### src/rtl/usbrx_defs.vh
// Constants of the receive endpoint control block: offsets, fields, resets.
// Assumes a 6-bit register address bus and 8-bit data, as on the device.
`ifndef USBRX_DEFS_VH
`define USBRX_DEFS_VH
// Register offsets of the three receive pipes.
`define USBRX_OFS_DATA1    6'h2D
`define USBRX_OFS_STAT1    6'h2E
`define USBRX_OFS_CMD1     6'h2F
`define USBRX_OFS_DATA2    6'h35
`define USBRX_OFS_STAT2    6'h36
`define USBRX_OFS_CMD2     6'h37
`define USBRX_OFS_DATA3    6'h3D
`define USBRX_OFS_STAT3    6'h3E
`define USBRX_OFS_CMD3     6'h3F
// FIFO warning event register offset.
`define USBRX_OFS_FIFO_WARNING_EVENT_REGISTER     6'h10
// Command register field positions.
`define USBRX_CMD_EN       0
`define USBRX_CMD_IGN      2
`define USBRX_CMD_FLUSH    3
`define USBRX_CMD_WL_LO    5
`define USBRX_CMD_WL_HI    6
// Status register field positions.
`define USBRX_ST_CNT_HI    3
`define USBRX_ST_LAST      4
`define USBRX_ST_TOGGLE    5
`define USBRX_ST_SETUP     6
`define USBRX_ST_ERR       7
// Warning event register: receive warning bits sit at 4 + pipe index.
`define USBRX_FIFO_WARNING_EVENT_REGISTER_RX_LO   4
// Reset values.
`define USBRX_CMD_RST      8'h00
`define USBRX_STAT_RST     8'h00
// Saturation value of the reported byte count.
`define USBRX_CNT_SAT      4'hF
// Free-byte limits of the warning field codes.
`define USBRX_WL_1         8'h04
`define USBRX_WL_2         8'h08
`define USBRX_WL_3         8'h10
`endif

### src/rtl/usbrx_fifo.v
// Synchronous FIFO with valid and ready on both sides and a flush input.
// Assumes one clock and an active-low asynchronous reset already released.
`timescale 1ns/1ps
module usbrx_fifo #(
  parameter WIDTH = 8,
  parameter DEPTH = 8,
  parameter AW    = 3
) (
  // Clock and reset.
  input  wire             clk,
  input  wire             rst_n,
  // Flush drops all contents and resets both pointers.
  input  wire             flush,
  // Fill side.
  input  wire             in_valid,
  output wire             in_ready,
  input  wire [WIDTH-1:0] in_data,
  // Drain side.
  output wire             out_valid,
  input  wire             out_ready,
  output wire [WIDTH-1:0] out_data,
  // Fill level.
  output wire [AW:0]      count
);
  reg [WIDTH-1:0] mem_q [0:DEPTH-1]; // Storage entries.
  reg [AW-1:0]    wr_q;              // Write pointer.
  reg [AW-1:0]    rd_q;              // Read pointer.
  reg [AW:0]      cnt_q;             // Number of stored words.
  wire            push;              // Word taken in.
  wire            pop;               // Word handed out.
  integer         i;

  assign in_ready  = (cnt_q != DEPTH[AW:0]);
  assign out_valid = (cnt_q != {(AW+1){1'b0}});
  assign out_data  = mem_q[rd_q];
  assign count     = cnt_q;
  assign push      = in_valid & in_ready;
  assign pop       = out_valid & out_ready;

  // Pointers and count; flush overrides any transfer in the same cycle.
  always @(posedge clk or negedge rst_n) begin
    if (!rst_n) begin
      wr_q  <= {AW{1'b0}};
      rd_q  <= {AW{1'b0}};
      cnt_q <= {(AW+1){1'b0}};
    end else if (flush) begin
      wr_q  <= {AW{1'b0}};
      rd_q  <= {AW{1'b0}};
      cnt_q <= {(AW+1){1'b0}};
    end else begin
      if (push) begin
        wr_q <= (wr_q == DEPTH[AW-1:0] - 1'b1) ? {AW{1'b0}} : wr_q + 1'b1;
      end
      if (pop) begin
        rd_q <= (rd_q == DEPTH[AW-1:0] - 1'b1) ? {AW{1'b0}} : rd_q + 1'b1;
      end
      cnt_q <= cnt_q + {{AW{1'b0}}, push} - {{AW{1'b0}}, pop};
    end
  end

  // Storage write; data needs no reset.
  always @(posedge clk) begin
    for (i = 0; i < DEPTH; i = i + 1) begin
      if (push && wr_q == i[AW-1:0]) begin
        mem_q[i] <= in_data;
      end
    end
  end
endmodule // usbrx_fifo

### src/rtl/usbrx_ctrl.v
// Receive endpoint control for the three receive pipes of a USB function.
// Assumes a packet decoder in front that delivers tokens, payload bytes
// (identifier and CRC16 already split off by it, only payload presented)
// and packet end with good or bad status, all synchronous to I_CLK_SYS.
//
// Operation
// - Receive enable clears per OUT packet; firmware re-arms.
// - SETUP accepted regardless of receive enable.
// - Back-to-back SETUP: drop data, still ACK.
// - Otherwise unacceptable SETUP gets no handshake.
// - Ignore-setup bit disregards all SETUP tokens.
// - Flush empties FIFO, idles pipe, resets pointers.
// - Flush waits until current reception ends.
// - Few free bytes sets receive warning flag.
// - Warning field: off, 4, 8, 16 free bytes.
// - Only payload bytes reach the data register.
// - Command and data register for each pipe.
// - Status reports byte count, saturating at fifteen.
// - Media error flagged in status; firmware flushes. Second status copy never sets the error bit.
// - Two status copies: zero-length then SETUP.
`timescale 1ns/1ps
`include "usbrx_defs.vh"
module usbrx_ctrl #(
  parameter DEPTH = 8,
  parameter AW    = 3
) (
  // Clock and reset.
  input  wire       I_CLK_SYS,
  input  wire       I_RESET_N,
  // Register access port, one access per strobe.
  input  wire [5:0] I_ADDR,
  input  wire       I_WR,
  input  wire       I_RD,
  input  wire [7:0] I_WDATA,
  output reg  [7:0] O_RDATA,
  // Packet side: token start, payload byte, packet end.
  input  wire       I_TOK,
  input  wire [1:0] I_TOK_PIPE,
  input  wire       I_TOK_SETUP,
  input  wire       I_STALL,
  input  wire       I_BYTE_VLD,
  input  wire [7:0] I_BYTE,
  input  wire       I_PKT_END,
  input  wire       I_PKT_OK,
  input  wire       I_PKT_TOGGLE,
  // Handshake answer to the host.
  output reg        O_ACK,
  output reg        O_NAK,
  // Receive-warning flags of the three pipes.
  output reg  [2:0] O_RX_WARN
);
  // Receive state, one-hot.
  localparam [2:0] ST_IDLE = 3'b001; // Waiting for a token.
  localparam [2:0] ST_RECV = 3'b010; // Storing payload.
  localparam [2:0] ST_DROP = 3'b100; // Swallowing a packet.

  reg        rs1_q;                   // Reset synchroniser, first stage.
  reg        rst_n;                   // Synchronised reset.
  reg  [2:0] st_q;                    // Receive state.
  reg  [1:0] cur_q;                   // Pipe of the current packet.
  reg        cur_setup_q;             // Current packet is a SETUP.
  reg  [2:0] en_q;                    // Receive enable per pipe.
  reg  [2:0] ign_q;                   // Ignore-setup per pipe.
  reg  [2:0] flreq_q;                 // Pending flush per pipe.
  reg  [5:0] wl_q;                    // Warning limit fields, 2 bits each.
  reg  [2:0] lastsetup_q;             // Last token to the pipe was SETUP.
  reg  [7:0] stat_q [0:2];            // Primary status copy.
  reg  [7:0] stat2_q [0:2];           // Second status copy.
  reg  [2:0] st2v_q;                  // Second copy holds a status.
  reg  [2:0] ovf_q;                   // Payload overflowed during packet.
  wire [2:0] fl;                      // Flush acting now.
  wire [2:0] in_rdy;                  // FIFO can take a byte.
  wire [2:0] out_vld;                 // FIFO holds a byte.
  wire [7:0] out_dat [0:2];           // Oldest byte per FIFO.
  wire [AW:0] cnt [0:2];              // Fill level per FIFO.
  wire [2:0] push;                    // Byte into FIFO.
  wire [2:0] pop;                     // Byte read by firmware.
  wire [2:0] hit_d;                   // Data register addressed.
  wire [2:0] hit_s;                   // Status register addressed.
  wire [2:0] hit_c;                   // Command register addressed.
  wire [2:0] busy;                    // Pipe receiving now.
  wire [2:0] warn_d;                  // Next value of the warning flags.
  wire       tok_ok;                  // Token names one of our pipes.

  assign tok_ok = I_TOK && (I_TOK_PIPE != 2'd3);

  // Reset release through two flip-flops.
  always @(posedge I_CLK_SYS or negedge I_RESET_N) begin
    if (!I_RESET_N) begin
      rs1_q <= 1'b0;
      rst_n <= 1'b0;
    end else begin
      rs1_q <= 1'b1;
      rst_n <= rs1_q;
    end
  end

  // Per-pipe FIFO, decode and warning comparison.
  genvar g;
  generate
    for (g = 0; g < 3; g = g + 1) begin : g_pipe
      wire [7:0] free;   // Free bytes in the FIFO.
      assign busy[g]  = (st_q == ST_RECV) && (cur_q == g);
      // A flush pends until the pipe stops receiving.
      assign fl[g]    = flreq_q[g] && !busy[g];
      assign push[g]  = busy[g] && I_BYTE_VLD;
      assign hit_d[g] = (I_ADDR == `USBRX_OFS_DATA1 + g * 6'h08);
      assign hit_s[g] = (I_ADDR == `USBRX_OFS_STAT1 + g * 6'h08);
      assign hit_c[g] = (I_ADDR == `USBRX_OFS_CMD1 + g * 6'h08);
      assign pop[g]   = I_RD && hit_d[g] && out_vld[g];
      assign free     = DEPTH[7:0] - {{(7-AW){1'b0}}, cnt[g]};
      usbrx_fifo #(.WIDTH(8), .DEPTH(DEPTH), .AW(AW)) u_fifo (
        .clk       (I_CLK_SYS),
        .rst_n     (rst_n),
        .flush     (fl[g]),
        .in_valid  (push[g]),
        .in_ready  (in_rdy[g]),
        .in_data   (I_BYTE),
        .out_valid (out_vld[g]),
        .out_ready (pop[g]),
        .out_data  (out_dat[g]),
        .count     (cnt[g])
      );
      // Warning flag follows the free-byte comparison; code 00 is off.
      assign warn_d[g] =
        (wl_q[2*g+1 -: 2] == 2'b01) ? (free <= `USBRX_WL_1) :
        (wl_q[2*g+1 -: 2] == 2'b10) ? (free <= `USBRX_WL_2) :
        (wl_q[2*g+1 -: 2] == 2'b11) ? (free <= `USBRX_WL_3) :
        1'b0;
    end
  endgenerate

  // All three warning flags are held in one process, one driver each.
  always @(posedge I_CLK_SYS or negedge rst_n) begin
    if (!rst_n) begin
      O_RX_WARN <= 3'b000;
    end else begin
      O_RX_WARN <= warn_d;
    end
  end

  // Packet receive state machine and handshake.
  always @(posedge I_CLK_SYS or negedge rst_n) begin
    if (!rst_n) begin
      st_q        <= ST_IDLE;
      cur_q       <= 2'd0;
      cur_setup_q <= 1'b0;
      O_ACK       <= 1'b0;
      O_NAK       <= 1'b0;
    end else begin
      O_ACK <= 1'b0;
      O_NAK <= 1'b0;
      case (st_q)
        ST_IDLE: begin
          if (tok_ok) begin
            cur_q       <= I_TOK_PIPE;
            cur_setup_q <= I_TOK_SETUP;
            if (I_TOK_SETUP) begin
              if (ign_q[I_TOK_PIPE]) begin
                st_q <= ST_IDLE;
              end else if (lastsetup_q[I_TOK_PIPE]) begin
                st_q <= ST_DROP;
              end else if (flreq_q[I_TOK_PIPE] || st2v_q[I_TOK_PIPE]) begin
                st_q <= ST_IDLE;
              end else begin
                st_q <= ST_RECV;
              end
            end else if (I_STALL) begin
              st_q <= ST_IDLE;
            end else if (en_q[I_TOK_PIPE] && !flreq_q[I_TOK_PIPE]) begin
              st_q <= ST_RECV;
            end else begin
              st_q <= ST_DROP;
            end
          end
        end
        ST_RECV: begin
          if (I_PKT_END) begin
            st_q  <= ST_IDLE;
            O_ACK <= I_PKT_OK && !ovf_q[cur_q];
          end
        end
        ST_DROP: begin
          if (I_PKT_END) begin
            st_q  <= ST_IDLE;
            // Repeated SETUP is acked; disabled OUT is refused.
            O_ACK <= I_PKT_OK && cur_setup_q;
            O_NAK <= I_PKT_OK && !cur_setup_q;
          end
        end
        default: st_q <= ST_IDLE;
      endcase
    end
  end

  // Command registers, flush requests and token history.
  integer p;
  always @(posedge I_CLK_SYS or negedge rst_n) begin
    if (!rst_n) begin
      en_q        <= 3'b000;
      ign_q       <= 3'b000;
      flreq_q     <= 3'b000;
      wl_q        <= 6'h00;
      lastsetup_q <= 3'b000;
      ovf_q       <= 3'b000;
    end else begin
      for (p = 0; p < 3; p = p + 1) begin
        if (fl[p]) begin
          flreq_q[p] <= 1'b0;
        end
        if (push[p] && !in_rdy[p]) begin
          ovf_q[p] <= 1'b1;
        end
        if (I_WR && hit_c[p]) begin
          ign_q[p]       <= I_WDATA[`USBRX_CMD_IGN];
          wl_q[2*p+1 -: 2] <= I_WDATA[`USBRX_CMD_WL_HI:`USBRX_CMD_WL_LO];
          if (I_WDATA[`USBRX_CMD_EN]) begin
            en_q[p] <= 1'b1;
          end
          if (I_WDATA[`USBRX_CMD_FLUSH]) begin
            flreq_q[p] <= 1'b1;
          end
        end
        if (tok_ok && I_TOK_PIPE == p && !(I_TOK_SETUP && ign_q[p])) begin
          lastsetup_q[p] <= I_TOK_SETUP;
          ovf_q[p]       <= 1'b0;
          // A STALL to OUT disarms; hardware clear wins over a write.
          if (!I_TOK_SETUP && I_STALL) begin
            en_q[p] <= 1'b0;
          end
        end
        if (busy[p] && I_PKT_END && !cur_setup_q) begin
          en_q[p] <= 1'b0;
        end
      end
    end
  end

  // Status copies: a SETUP landing on status with the last bit set goes to the second.
  integer s;
  always @(posedge I_CLK_SYS or negedge rst_n) begin
    if (!rst_n) begin
      for (s = 0; s < 3; s = s + 1) begin
        stat_q[s]  <= `USBRX_STAT_RST;
        stat2_q[s] <= `USBRX_STAT_RST;
      end
      st2v_q <= 3'b000;
    end else begin
      for (s = 0; s < 3; s = s + 1) begin
        if (I_RD && hit_s[s]) begin
          // Read clears; the second copy then moves up.
          stat_q[s]  <= st2v_q[s] ? stat2_q[s] : `USBRX_STAT_RST;
          st2v_q[s]  <= 1'b0;
        end
        if (busy[s] && I_PKT_END) begin
          if (cur_setup_q && stat_q[s][`USBRX_ST_LAST] &&
              !(I_RD && hit_s[s])) begin
            stat2_q[s] <= {1'b0, 1'b1, I_PKT_TOGGLE, I_PKT_OK, 4'h0};
            st2v_q[s]  <= 1'b1;
          end else begin
            stat_q[s][`USBRX_ST_ERR]    <= !I_PKT_OK;
            stat_q[s][`USBRX_ST_SETUP]  <= cur_setup_q;
            stat_q[s][`USBRX_ST_TOGGLE] <= I_PKT_TOGGLE;
            stat_q[s][`USBRX_ST_LAST]   <= I_PKT_OK;
          end
        end
      end
    end
  end

  // Read data mux; count field saturates at fifteen.
  always @(posedge I_CLK_SYS or negedge rst_n) begin
    if (!rst_n) begin
      O_RDATA <= 8'h00;
    end else begin
      O_RDATA <= 8'h00;
      for (s = 0; s < 3; s = s + 1) begin
        // Read data shows only in the cycle after a read strobe.
        if (I_RD && hit_d[s]) begin
          O_RDATA <= out_dat[s];
        end
        if (I_RD && hit_s[s]) begin
          O_RDATA <= {stat_q[s][7:4],
                      (cnt[s] > 15) ? `USBRX_CNT_SAT : cnt[s][3:0]};
        end
        if (I_RD && hit_c[s]) begin
          O_RDATA <= {1'b0, wl_q[2*s+1 -: 2], 1'b0, flreq_q[s], ign_q[s],
                      1'b0, en_q[s]};
        end
      end
      if (I_RD && I_ADDR == `USBRX_OFS_FIFO_WARNING_EVENT_REGISTER) begin
        O_RDATA <= {1'b0, O_RX_WARN, 4'h0};
      end
    end
  end
endmodule // usbrx_ctrl

### config.mk
export PLATFORM = sky130hd
export DESIGN_NAME = usbrx_ctrl
export DESIGN_NICKNAME = d
export VERILOG_FILES = /design/src/rtl/usbrx_fifo.v /design/src/rtl/usbrx_ctrl.v
export VERILOG_INCLUDE_DIRS = /design/src /design/src/rtl
export SDC_FILE = /design/constraint.sdc
export NUM_CORES = 1
export LEC_CHECK = 0
export BUFFER_PORTS_ARGS = -buffer_cell sky130_fd_sc_hd__buf_2
export CORE_UTILIZATION = 35
export DETAILED_ROUTE_END_ITERATION = 10
export PLACE_DENSITY = 0.56
export SLEW_MARGIN = 20
export SYNTH_ARGS = -nofsm -noshare
export SYNTH_HDL_FRONTEND = slang
export SYNTH_SLANG_ARGS = --single-unit
### constraint.sdc
create_clock -name I_CLK_SYS -period 5 [get_ports I_CLK_SYS]
set_input_delay 1 -clock I_CLK_SYS [delete_from_list [all_inputs] [get_ports I_CLK_SYS]]
set_output_delay 1 -clock I_CLK_SYS [all_outputs]
set_load 0.05 [all_outputs]
==> results.env, run 1 <==
SYNTH_TOP_CELLS_BY_COUNT='sky130_fd_sc_hd__edfxtp_1 (192), sky130_fd_sc_hd__dfrtp_1 (95), sky130_fd_sc_hd__nand2_1 (68), sky130_fd_sc_hd__nor2_1 (63), sky130_fd_sc_hd__a21oi_1 (54)'
BUFFER_PORTS.INSERTED=44
INTPOWER_mW=4.31
R2R_DEPTH=9
ROUTED_VIA_COUNT_DIVIDED_BY_CELL_COUNT=5.33
CLOCK_NETWORK_FRACTION_OF_TOTAL_POWER=0.372
CRITPATHKIND='in -> reg'
SWSHARE=0.272
SYNTH_MOST_COMMON_CELL='sky130_fd_sc_hd__edfxtp_1'
WL_PER_INSTANCE_UM=21.0
GRT_SETUP_UNREPAIRED='no'
AVGSYNTHCELLAREA_UM2=14.1
REG2REG_FROM='st_q[2]'
POST-ROUTE-WORST-SETUP-SLACK_PS=1590
FINAL.SETUP_SKEW_PS=17.3
POST_LAYOUT_NETS=1056
SLEW_VIOL_FINAL=0
CP_MAX_FO=31
SYNTH.AREA.MUX_SHARE=0.125
POST-ROUTE-MIN-PERIOD_PS=3410
WORST_SLEW_PIN_SLEW_PS=913
CRITPATHLAUNCHTYPE='input pin'
SYNTHXORXNORAREAFRAC=0.00536
CORE_AREA_UM2=36700
CTS-HTREE-LEVELS=1
YOSYSUNIQUECELLTYPES=68
DRT_FIRST_ITER_VIOLATIONS=537
CLOCK_TREE_ROOT_DRIVER_CELL='sky130_fd_sc_hd__clkbuf_16'
FIN_CRIT_SH=0.682
FINAL_UTIL=0.401
SYNTH_TOP_FLOP_CELL='sky130_fd_sc_hd__edfxtp_1'
SYNTH-WARNING-COUNT=0
WORSTSKEWPAIRLATENCY_PS=570
GRT_MAX_DEGREE=54
PRECTSSETUPSLACK_PS=1000
SETUP_VIOL=0
PWR-SHARE-COMB=0.142
CTS_POST_SETUP_BUFFERS_INSERTED=0
DIE-HEIGHT_UM=195
CP_COMMON_CELL='sky130_fd_sc_hd__a21oi_1'
SYNTH_SIMPLE_GATE_AREA_FRAC=0.0972
TRITONCTS='yes'
CLOCK_SINKS=288
HPWLAFTERDP_UM=21200
POWER_DENSITY_nW_PER_UM2=401
STATUS='finished clean'
SYNTH-COMPOUND-AREA-SHARE=0.0765
CRIT_SLOWEST_CELL='sky130_fd_sc_hd__nor2b_1'
NUMBER_OF_DIODES_ADDED_FOR_ANTENNA_FIXING=0
CRITICAL_PATH.ENDPOINT_TYPE='flop'
SYNTH.YOSYS.SEQ_AREA_SHARE=0.625
SYN2LAYOUT_AREA_GROWTH_PCT=12.7
IRDROPWORSTVDD_mV=0.262
TIMING.SLEW.HEADROOM=0.390
DIE-AREA_UM2=38100
ROUTE.ANTENNA.REMAINING_NETS=0
VIAS_IN_THE_FIRST_GLOBAL_ROUTE=7864
POWER.NET_SWITCHING_mW=1.61
WORST-ENDPOINT-REQUIRED_PS=5500
LARGEST_FAMILY_OF_LOGIC_CELLS_BY_SYNTHESIZED_AREA='multiplexers'
DRT_DRC_VIOLATIONS_LEFT=0
TIMING.RR.END='g_pipe[1].u_fifo.count[2]'
SYNTH_AREA_LEADER_CELL='sky130_fd_sc_hd__edfxtp_1'
WORST_HOLD_PATH_CLASS='in -> async'
MAX-CAP-VIOLATIONS=0
SYN-NUM-NETS=1011
P_LEAK_nW=5.50
VIAS=7815
CRITICAL_PATH.CELL_CHAIN='buf_2, nor2b_1, nand3_1, a21oi_1, ha_1, inv_1, ha_1, a21oi_1, nor2_1, or3_1, a21oi_1'
CTSLONGESTPATHBUFFERS=3
DETAILED_ROUTING_ITERATION_COUNT_FOR_THE_PRE_ANTENNA_REPAIR_PASS=6
DIE_W_UM=195
DESIGN_POWER_TOTAL_mW=5.91
CTS_HOLD_REPAIR.BUFFERS=0
CLK_PIN_SLEW_WORST_PATHS_PS=60
CRITICAL_PATH.MAX_STAGE_DELAY_PS=490
GRT_ANTENNA_BEFORE_REPAIR=1
SYNTH_ENABLE_FLOP_CELLS=192
GROUTE.USAGE.OVERALL=0.165
WORST_EP_ARRIVAL_TIME_PS=3910
SYNTH-ADDER-AREA-SHARE=0.0477
PLACEMENTROWS=70
DRT-TOTAL-WL_UM=30700
SETUP_SLACK_ON_THE_WORST_FLOP_TO_FLOP_PATH_PS=2070
IOPINCOUNT=48
YOSYSTOPAREACELLSHARE=0.441
SYNTH_SEQ_CELLS=288
SYN-CELL-AREA_UM2=13100
FMAX_MHz=293
CTS-BUFFERS-INSERTED=31
YS_TOP_CELLS_BY_AREA='sky130_fd_sc_hd__edfxtp_1 (44%), sky130_fd_sc_hd__dfrtp_1 (18%), sky130_fd_sc_hd__mux4_2 (8.3%)'
POWER_FRAC_SEQ=0.486
DRIVE_GT1_FRAC=0.172
CTSRESIZECOUNT=0
SYN_INST=928
SUM_OF_NEGATIVE_SETUP_SLACK_PS=0
GR-TOTAL-OVERFLOW=0
HOLD_VIOLATIONS=0
GRT_FIRST_PASS_WIRELENGTH_UM=48100
POSTSYNTH.ASYNCRESETSHARE=0.333
GLOBALPLACE.CONGESTION=0.999
INITIAL_CORE_UTIL=0.356
==> logic make-up (layout without fill, tap and decap cells) <==
group	Yosys count	in the layout
xor+xnor	8	8
flops	288	288
other cells	1	1
fa+ha+maj	48	48
mux	101	101
buf+inv	73	143
simple gates	251	251
compound gates	158	158
==> worst max-delay path, delay by kind of cell <==
kind / cells / cell delay [ps]
AO/OA/AOI/OAI: 3 / 730
adder cells (fa/ha/maj): 2 / 500
buffers and inverters: 2 / 490
AND/OR/NAND/NOR: 4 / 1170
==> flip-flops by register name, summed over array words and instances (netlist names), 6 cells and up <==
name / cells
stat2_q: 9
wl_q: 6
O_RDATA: 8
g_pipe.u_fifo.rd_q: 9
g_pipe.u_fifo.wr_q: 9
g_pipe.u_fifo.mem_q: 192
stat_q: 12
g_pipe.u_fifo.count: 12
==> cell type report <==
| cell class | instances | area, um2 |
|---|---|---|
| clock buffers | 37 | 808 |
| clock inverters | 21 | 169 |
| fillers | 3377 | 22000 |
| inverters | 37 | 139 |
| multi-input cells | 567 | 4600 |
| flip-flops and latches | 288 | 8170 |
| well taps | 468 | 586 |
| repair buffers | 48 | 250 |
==> worst max path at each step <==
| stage | start | end | slack [ps] |
|---|---|---|---|
| 2_1_floorplan | I_ADDR[4] | g_pipe[1].u_fifo.count[3] | 1740 |
| 3_3_place_gp | I_ADDR[0] | g_pipe[0].u_fifo.count[3] | 1100 |
| 3_5_place_dp | I_ADDR[0] | g_pipe[0].u_fifo.count[3] | 1000 |
| 4_1_cts | I_ADDR[0] | g_pipe[0].u_fifo.count[3] | 1600 |
| 5_1_grt | I_ADDR[0] | g_pipe[0].u_fifo.count[3] | 1350 |
| 6_report | I_ADDR[0] | g_pipe[0].u_fifo.count[3] | 1590 |
==> cells in the final DEF (no fill, tap or decap), types with 7 or more instances in the layout <==
| cell | instances |
|---|---|
| sky130_fd_sc_hd__edfxtp_1 | 192 |
| sky130_fd_sc_hd__dfrtp_1 | 94 |
| sky130_fd_sc_hd__nand2_1 | 68 |
| sky130_fd_sc_hd__nor2_1 | 63 |
| sky130_fd_sc_hd__a21oi_1 | 54 |
| sky130_fd_sc_hd__mux4_2 | 48 |
| sky130_fd_sc_hd__ha_1 | 45 |
| sky130_fd_sc_hd__buf_2 | 44 |
| sky130_fd_sc_hd__inv_1 | 36 |
| sky130_fd_sc_hd__mux2i_1 | 36 |
| sky130_fd_sc_hd__o21ai_0 | 34 |
| sky130_fd_sc_hd__clkbuf_16 | 31 |
| sky130_fd_sc_hd__and3_1 | 23 |
| sky130_fd_sc_hd__nor2b_1 | 19 |
| sky130_fd_sc_hd__nor3_1 | 17 |
| sky130_fd_sc_hd__mux2_2 | 16 |
| sky130_fd_sc_hd__nand3_1 | 13 |
| sky130_fd_sc_hd__and2_1 | 11 |
| sky130_fd_sc_hd__o22ai_1 | 8 |
| sky130_fd_sc_hd__clkinv_1 | 8 |
| sky130_fd_sc_hd__a211oi_1 | 7 |
| sky130_fd_sc_hd__a31oi_1 | 7 |
| sky130_fd_sc_hd__clkinv_2 | 7 |
==> stage by stage <==
step,cell area (um2),hold WS [ps],std cells
floorplan,13100,331,928
global placement,13800,335,1408
detailed placement,13800,339,1408
CTS,14700,185,1466
global route,14700,195,1466
finish,14700,203,1466
==> metal layers <==
metal | global-route usage | routed length [um] | vias to the layer above
met5 | 0 | 0 | -
met4 | 0.0443 | 769 | 0
met3 | 0.0259 | 1400 | 50
met2 | 0.260 | 14100 | 205
met1 | 0.236 | 14500 | 3942
li1 | - | - | 3618
==> power groups by stage <==
stage / Combinational (mW) / Clock (mW) / Sequential (mW)
after floorplan: 0.645 / 0 / 2.85
after global placement: 0.832 / 0 / 2.92
after detailed placement: 0.847 / 0 / 2.92
after CTS: 0.850 / 2.25 / 2.88
after global routing: 0.961 / 2.34 / 2.90
final: 0.842 / 2.20 / 2.87
Power figures use the tool's default switching activity.
==> inputs of run 2 (changes only) <==
PLACE_DENSITY = 0.58   (was 0.56)
clock period = 3 ns   (was 5 ns; I/O delays follow)
==> results.env, run 2 (synthesized netlist as in run 1, its figures left out) <==
REG2REG_FROM='st_q[2]'
ROUTED_VIA_COUNT_DIVIDED_BY_CELL_COUNT=5.31
REGMOSTFLOPS='g_pipe.u_fifo.mem_q'
P_LEAK_nW=5.68
GR-TOTAL-OVERFLOW=0
FINAL.FILL_COUNT=3379
NUMBER_OF_DIODES_ADDED_FOR_ANTENNA_FIXING=0
WORST_SLEW_PIN_SLEW_PS=882
WORST_HOLD_PATH_CLASS='in -> reg'
LAYOUT.AREA.SEQ_UM2=8170
HOLD_SLACK_PS=310
WORSTHOLDENDPOINT='ign_q[0]'
SETUP_SLACK_ON_THE_WORST_FLOP_TO_FLOP_PATH_PS=280
DRT-TOTAL-WL_UM=31200
CRITICAL_PATH.ENDPOINT_TYPE='flop'
TIMING.RR.END='g_pipe[2].u_fifo.count[1]'
INTPOWER_mW=7.41
CTSLONGESTPATHBUFFERS=3
POST_LAYOUT_NETS=1084
FINAL.SETUP_SKEW_PS=10.2
SWSHARE=0.269
TIMING.SLEW.HEADROOM=0.411
CTSRESIZECOUNT=0
CORE_AREA_UM2=36700
FINAL_UTIL=0.409
GRT_UTIL_MET2=0.261
MAX-CAP-VIOLATIONS=0
BUFFER_PORTS.INSERTED=44
GLOBAL_ROUTE.USAGE.MET1=0.245
HOLD_VIOLATIONS=0
CRITPATHLAUNCHTYPE='flop'
CLOCK_SINKS=288
CTS-BUFFERS-INSERTED=31
POWER_DENSITY_nW_PER_UM2=676
CRIT_SLOWEST_CELL='sky130_fd_sc_hd__dfrtp_1'
CRITICAL-PATH-TOP-DELAY-FAMILY='simple AND/OR/NAND/NOR gates'
DIE-AREA_UM2=38100
DRT_FIRST_ITER_VIOLATIONS=527
DIE-HEIGHT_UM=195
INITIAL_CORE_UTIL=0.356
FINAL_COMMON_CELL='sky130_fd_sc_hd__edfxtp_1'
DIE_W_UM=195
WL_PER_INSTANCE_UM=20.9
GLOBALPLACE.CONGESTION=0.929
IRDROPWORSTVDD_mV=0.464
STATUS='finished clean'
POWER_FRAC_SEQ=0.471
CLOCK_TREE_ROOT_DRIVER_CELL='sky130_fd_sc_hd__clkbuf_16'
CRITPATHKIND='reg -> reg'
MULTI_INPUT_COMB_AREA_UM2=4600
BUFFERS_AND_INVERTERS_ON_THE_WORST_PATH=1
CLOCK_NETWORK_FRACTION_OF_TOTAL_POWER=0.386
R2R_DEPTH=7
WORST_HOLD_PATH.NUM_CELLS=3
LARGEST_REG_FLOPS=192
CLK_PIN_SLEW_WORST_PATHS_PS=60
SYN2LAYOUT_AREA_GROWTH_PCT=14.9
POSTPLACECELLAREA_UM2=14000
MOST-COMMON-LAYOUT-CELLS='sky130_fd_sc_hd__edfxtp_1 (192), sky130_fd_sc_hd__dfrtp_1 (94), sky130_fd_sc_hd__nand2_1 (68)'
CTS-HTREE-LEVELS=1
FMAX_MHz=367
VIAS=7927
GRT_ANTENNA_BEFORE_REPAIR=0
PLACEMENTROWS=70
GROUTE.USAGE.OVERALL=0.168
CRITICAL_PATH.MAX_STAGE_DELAY_PS=440
PWR-SHARE-COMB=0.144
POWER.NET_SWITCHING_mW=2.73
GRT_MAX_DEGREE=58
WORSTSKEWPAIRLATENCY_PS=580
SETUP_VIOL=0
GRT_FIRST_PASS_WIRELENGTH_UM=49000
ORIGIN_OF_THE_WORST_MIN_DELAY_PATH='I_WDATA[2]'
SLEW_VIOL_FINAL=0
VIAS_IN_THE_FIRST_GLOBAL_ROUTE=8071
CRITICAL_PATH.CELL_CHAIN='nand2b_1, nor4_4, nand3_1, inv_1, ha_1, fa_1, nor2b_1'
DRT_DRC_VIOLATIONS_LEFT=0
FIN_AREA_UM2=15000
CP_MAX_FO=12
GRT_BUSIEST_LAYER='met2'
WORST_EP_ARRIVAL_TIME_PS=3150
DETAILED_ROUTING_ITERATION_COUNT_FOR_THE_PRE_ANTENNA_REPAIR_PASS=6
ROUTE.ANTENNA.REMAINING_NETS=0
DRIVE_GT1_FRAC=0.196
GLOBAL_ROUTE.USAGE.MET3=0.0275
FIN_CRIT_SH=0.908
HPWLAFTERDP_UM=21500
TRITONCTS='yes'
IOPINCOUNT=48
WORST-ENDPOINT-REQUIRED_PS=3420
GRT_SETUP_UNREPAIRED='no'
POST-ROUTE-MIN-PERIOD_PS=2720
SUM_OF_NEGATIVE_SETUP_SLACK_PS=0
==> run 2: changes by cell type in the layout (fill, tap and decap cells not counted) <==
cell	delta
sky130_fd_sc_hd__buf_4	+27
sky130_fd_sc_hd__clkinv_1	-3
sky130_fd_sc_hd__bufinv_16	+2
sky130_fd_sc_hd__clkinv_2	-2
sky130_fd_sc_hd__clkbuf_1	+1
sky130_fd_sc_hd__clkbuf_8	+1
sky130_fd_sc_hd__clkinv_8	+1
sky130_fd_sc_hd__clkinvlp_4	-1
sky130_fd_sc_hd__dlygate4sd3_1	+1
sky130_fd_sc_hd__inv_6	+1
==> run 2: area by class of cell <==
type | instances | area share
repair buffers | 76 | 0.0308
clock buffers | 39 | 0.0550
well taps | 468 | 0.0390
multi-input cells | 567 | 0.307
clock inverters | 19 | 0.0150
flip-flops and latches | 288 | 0.544
inverters | 37 | 0.00925
==> run 2: worst max path at each step <==
stage	startpoint	to	slack [ps]	cells after the start
floorplan	rst_n	O_ACK	130	0
global placement	I_ADDR[0]	g_pipe[1].u_fifo.count[2]	320	12
detailed placement	I_ADDR[1]	g_pipe[1].u_fifo.count[3]	270	12
CTS	g_pipe[1].u_fifo.rd_q[1]	O_RDATA[2]	300	6
global route	st_q[2]	g_pipe[2].u_fifo.count[1]	150	7
finish	st_q[2]	g_pipe[2].u_fifo.count[1]	280	7
==> run 2: what timing repair did <==
action / in CTS / in global routing
setup buffers: 0 / 0
endpoints found under the hold margin: 2 / 0
endpoints found under the setup margin: 0 / 0
hold buffers: 1 / 0
==> run 2: power by group through the flow <==
stage | registers [mW] | clock network [mW] | logic, mW
floorplan | 4.75 | 0 | 1.08
global placement | 4.85 | 0 | 1.43
detailed placement | 4.86 | 0 | 1.46
CTS | 4.78 | 3.99 | 1.47
global route | 4.81 | 4.14 | 1.66
finish | 4.78 | 3.91 | 1.46
==> run 2: stage by stage <==
stage / worst slack [ps] / power, mW / std cells
6_report: 277 / 10.1 / 1494
5_1_grt: 148 / 10.6 / 1494
4_1_cts: 300 / 10.2 / 1494
3_5_place_dp: 267 / 6.32 / 1435
3_3_place_gp: 318 / 6.28 / 1435
2_1_floorplan: 130 / 5.82 / 928
==> run 2: worst reg2reg max path: stages, from the launching register on <==
cell and delay, ps:
sky130_fd_sc_hd__dfrtp_1 440, sky130_fd_sc_hd__nand2b_1 310, sky130_fd_sc_hd__nor4_4 300, sky130_fd_sc_hd__nand3_1 330
sky130_fd_sc_hd__inv_1 370, sky130_fd_sc_hd__ha_1 260, sky130_fd_sc_hd__fa_1 410, sky130_fd_sc_hd__nor2b_1 140
==> run 2: per-layer routing <==
layer	part of all wire	routed length, um	vias to the layer above
li1	-	-	3660
met1	0.48	14900	4025
met2	0.46	14200	197
met3	0.043	1360	45
met4	0.022	687	0
met5	0	0	-
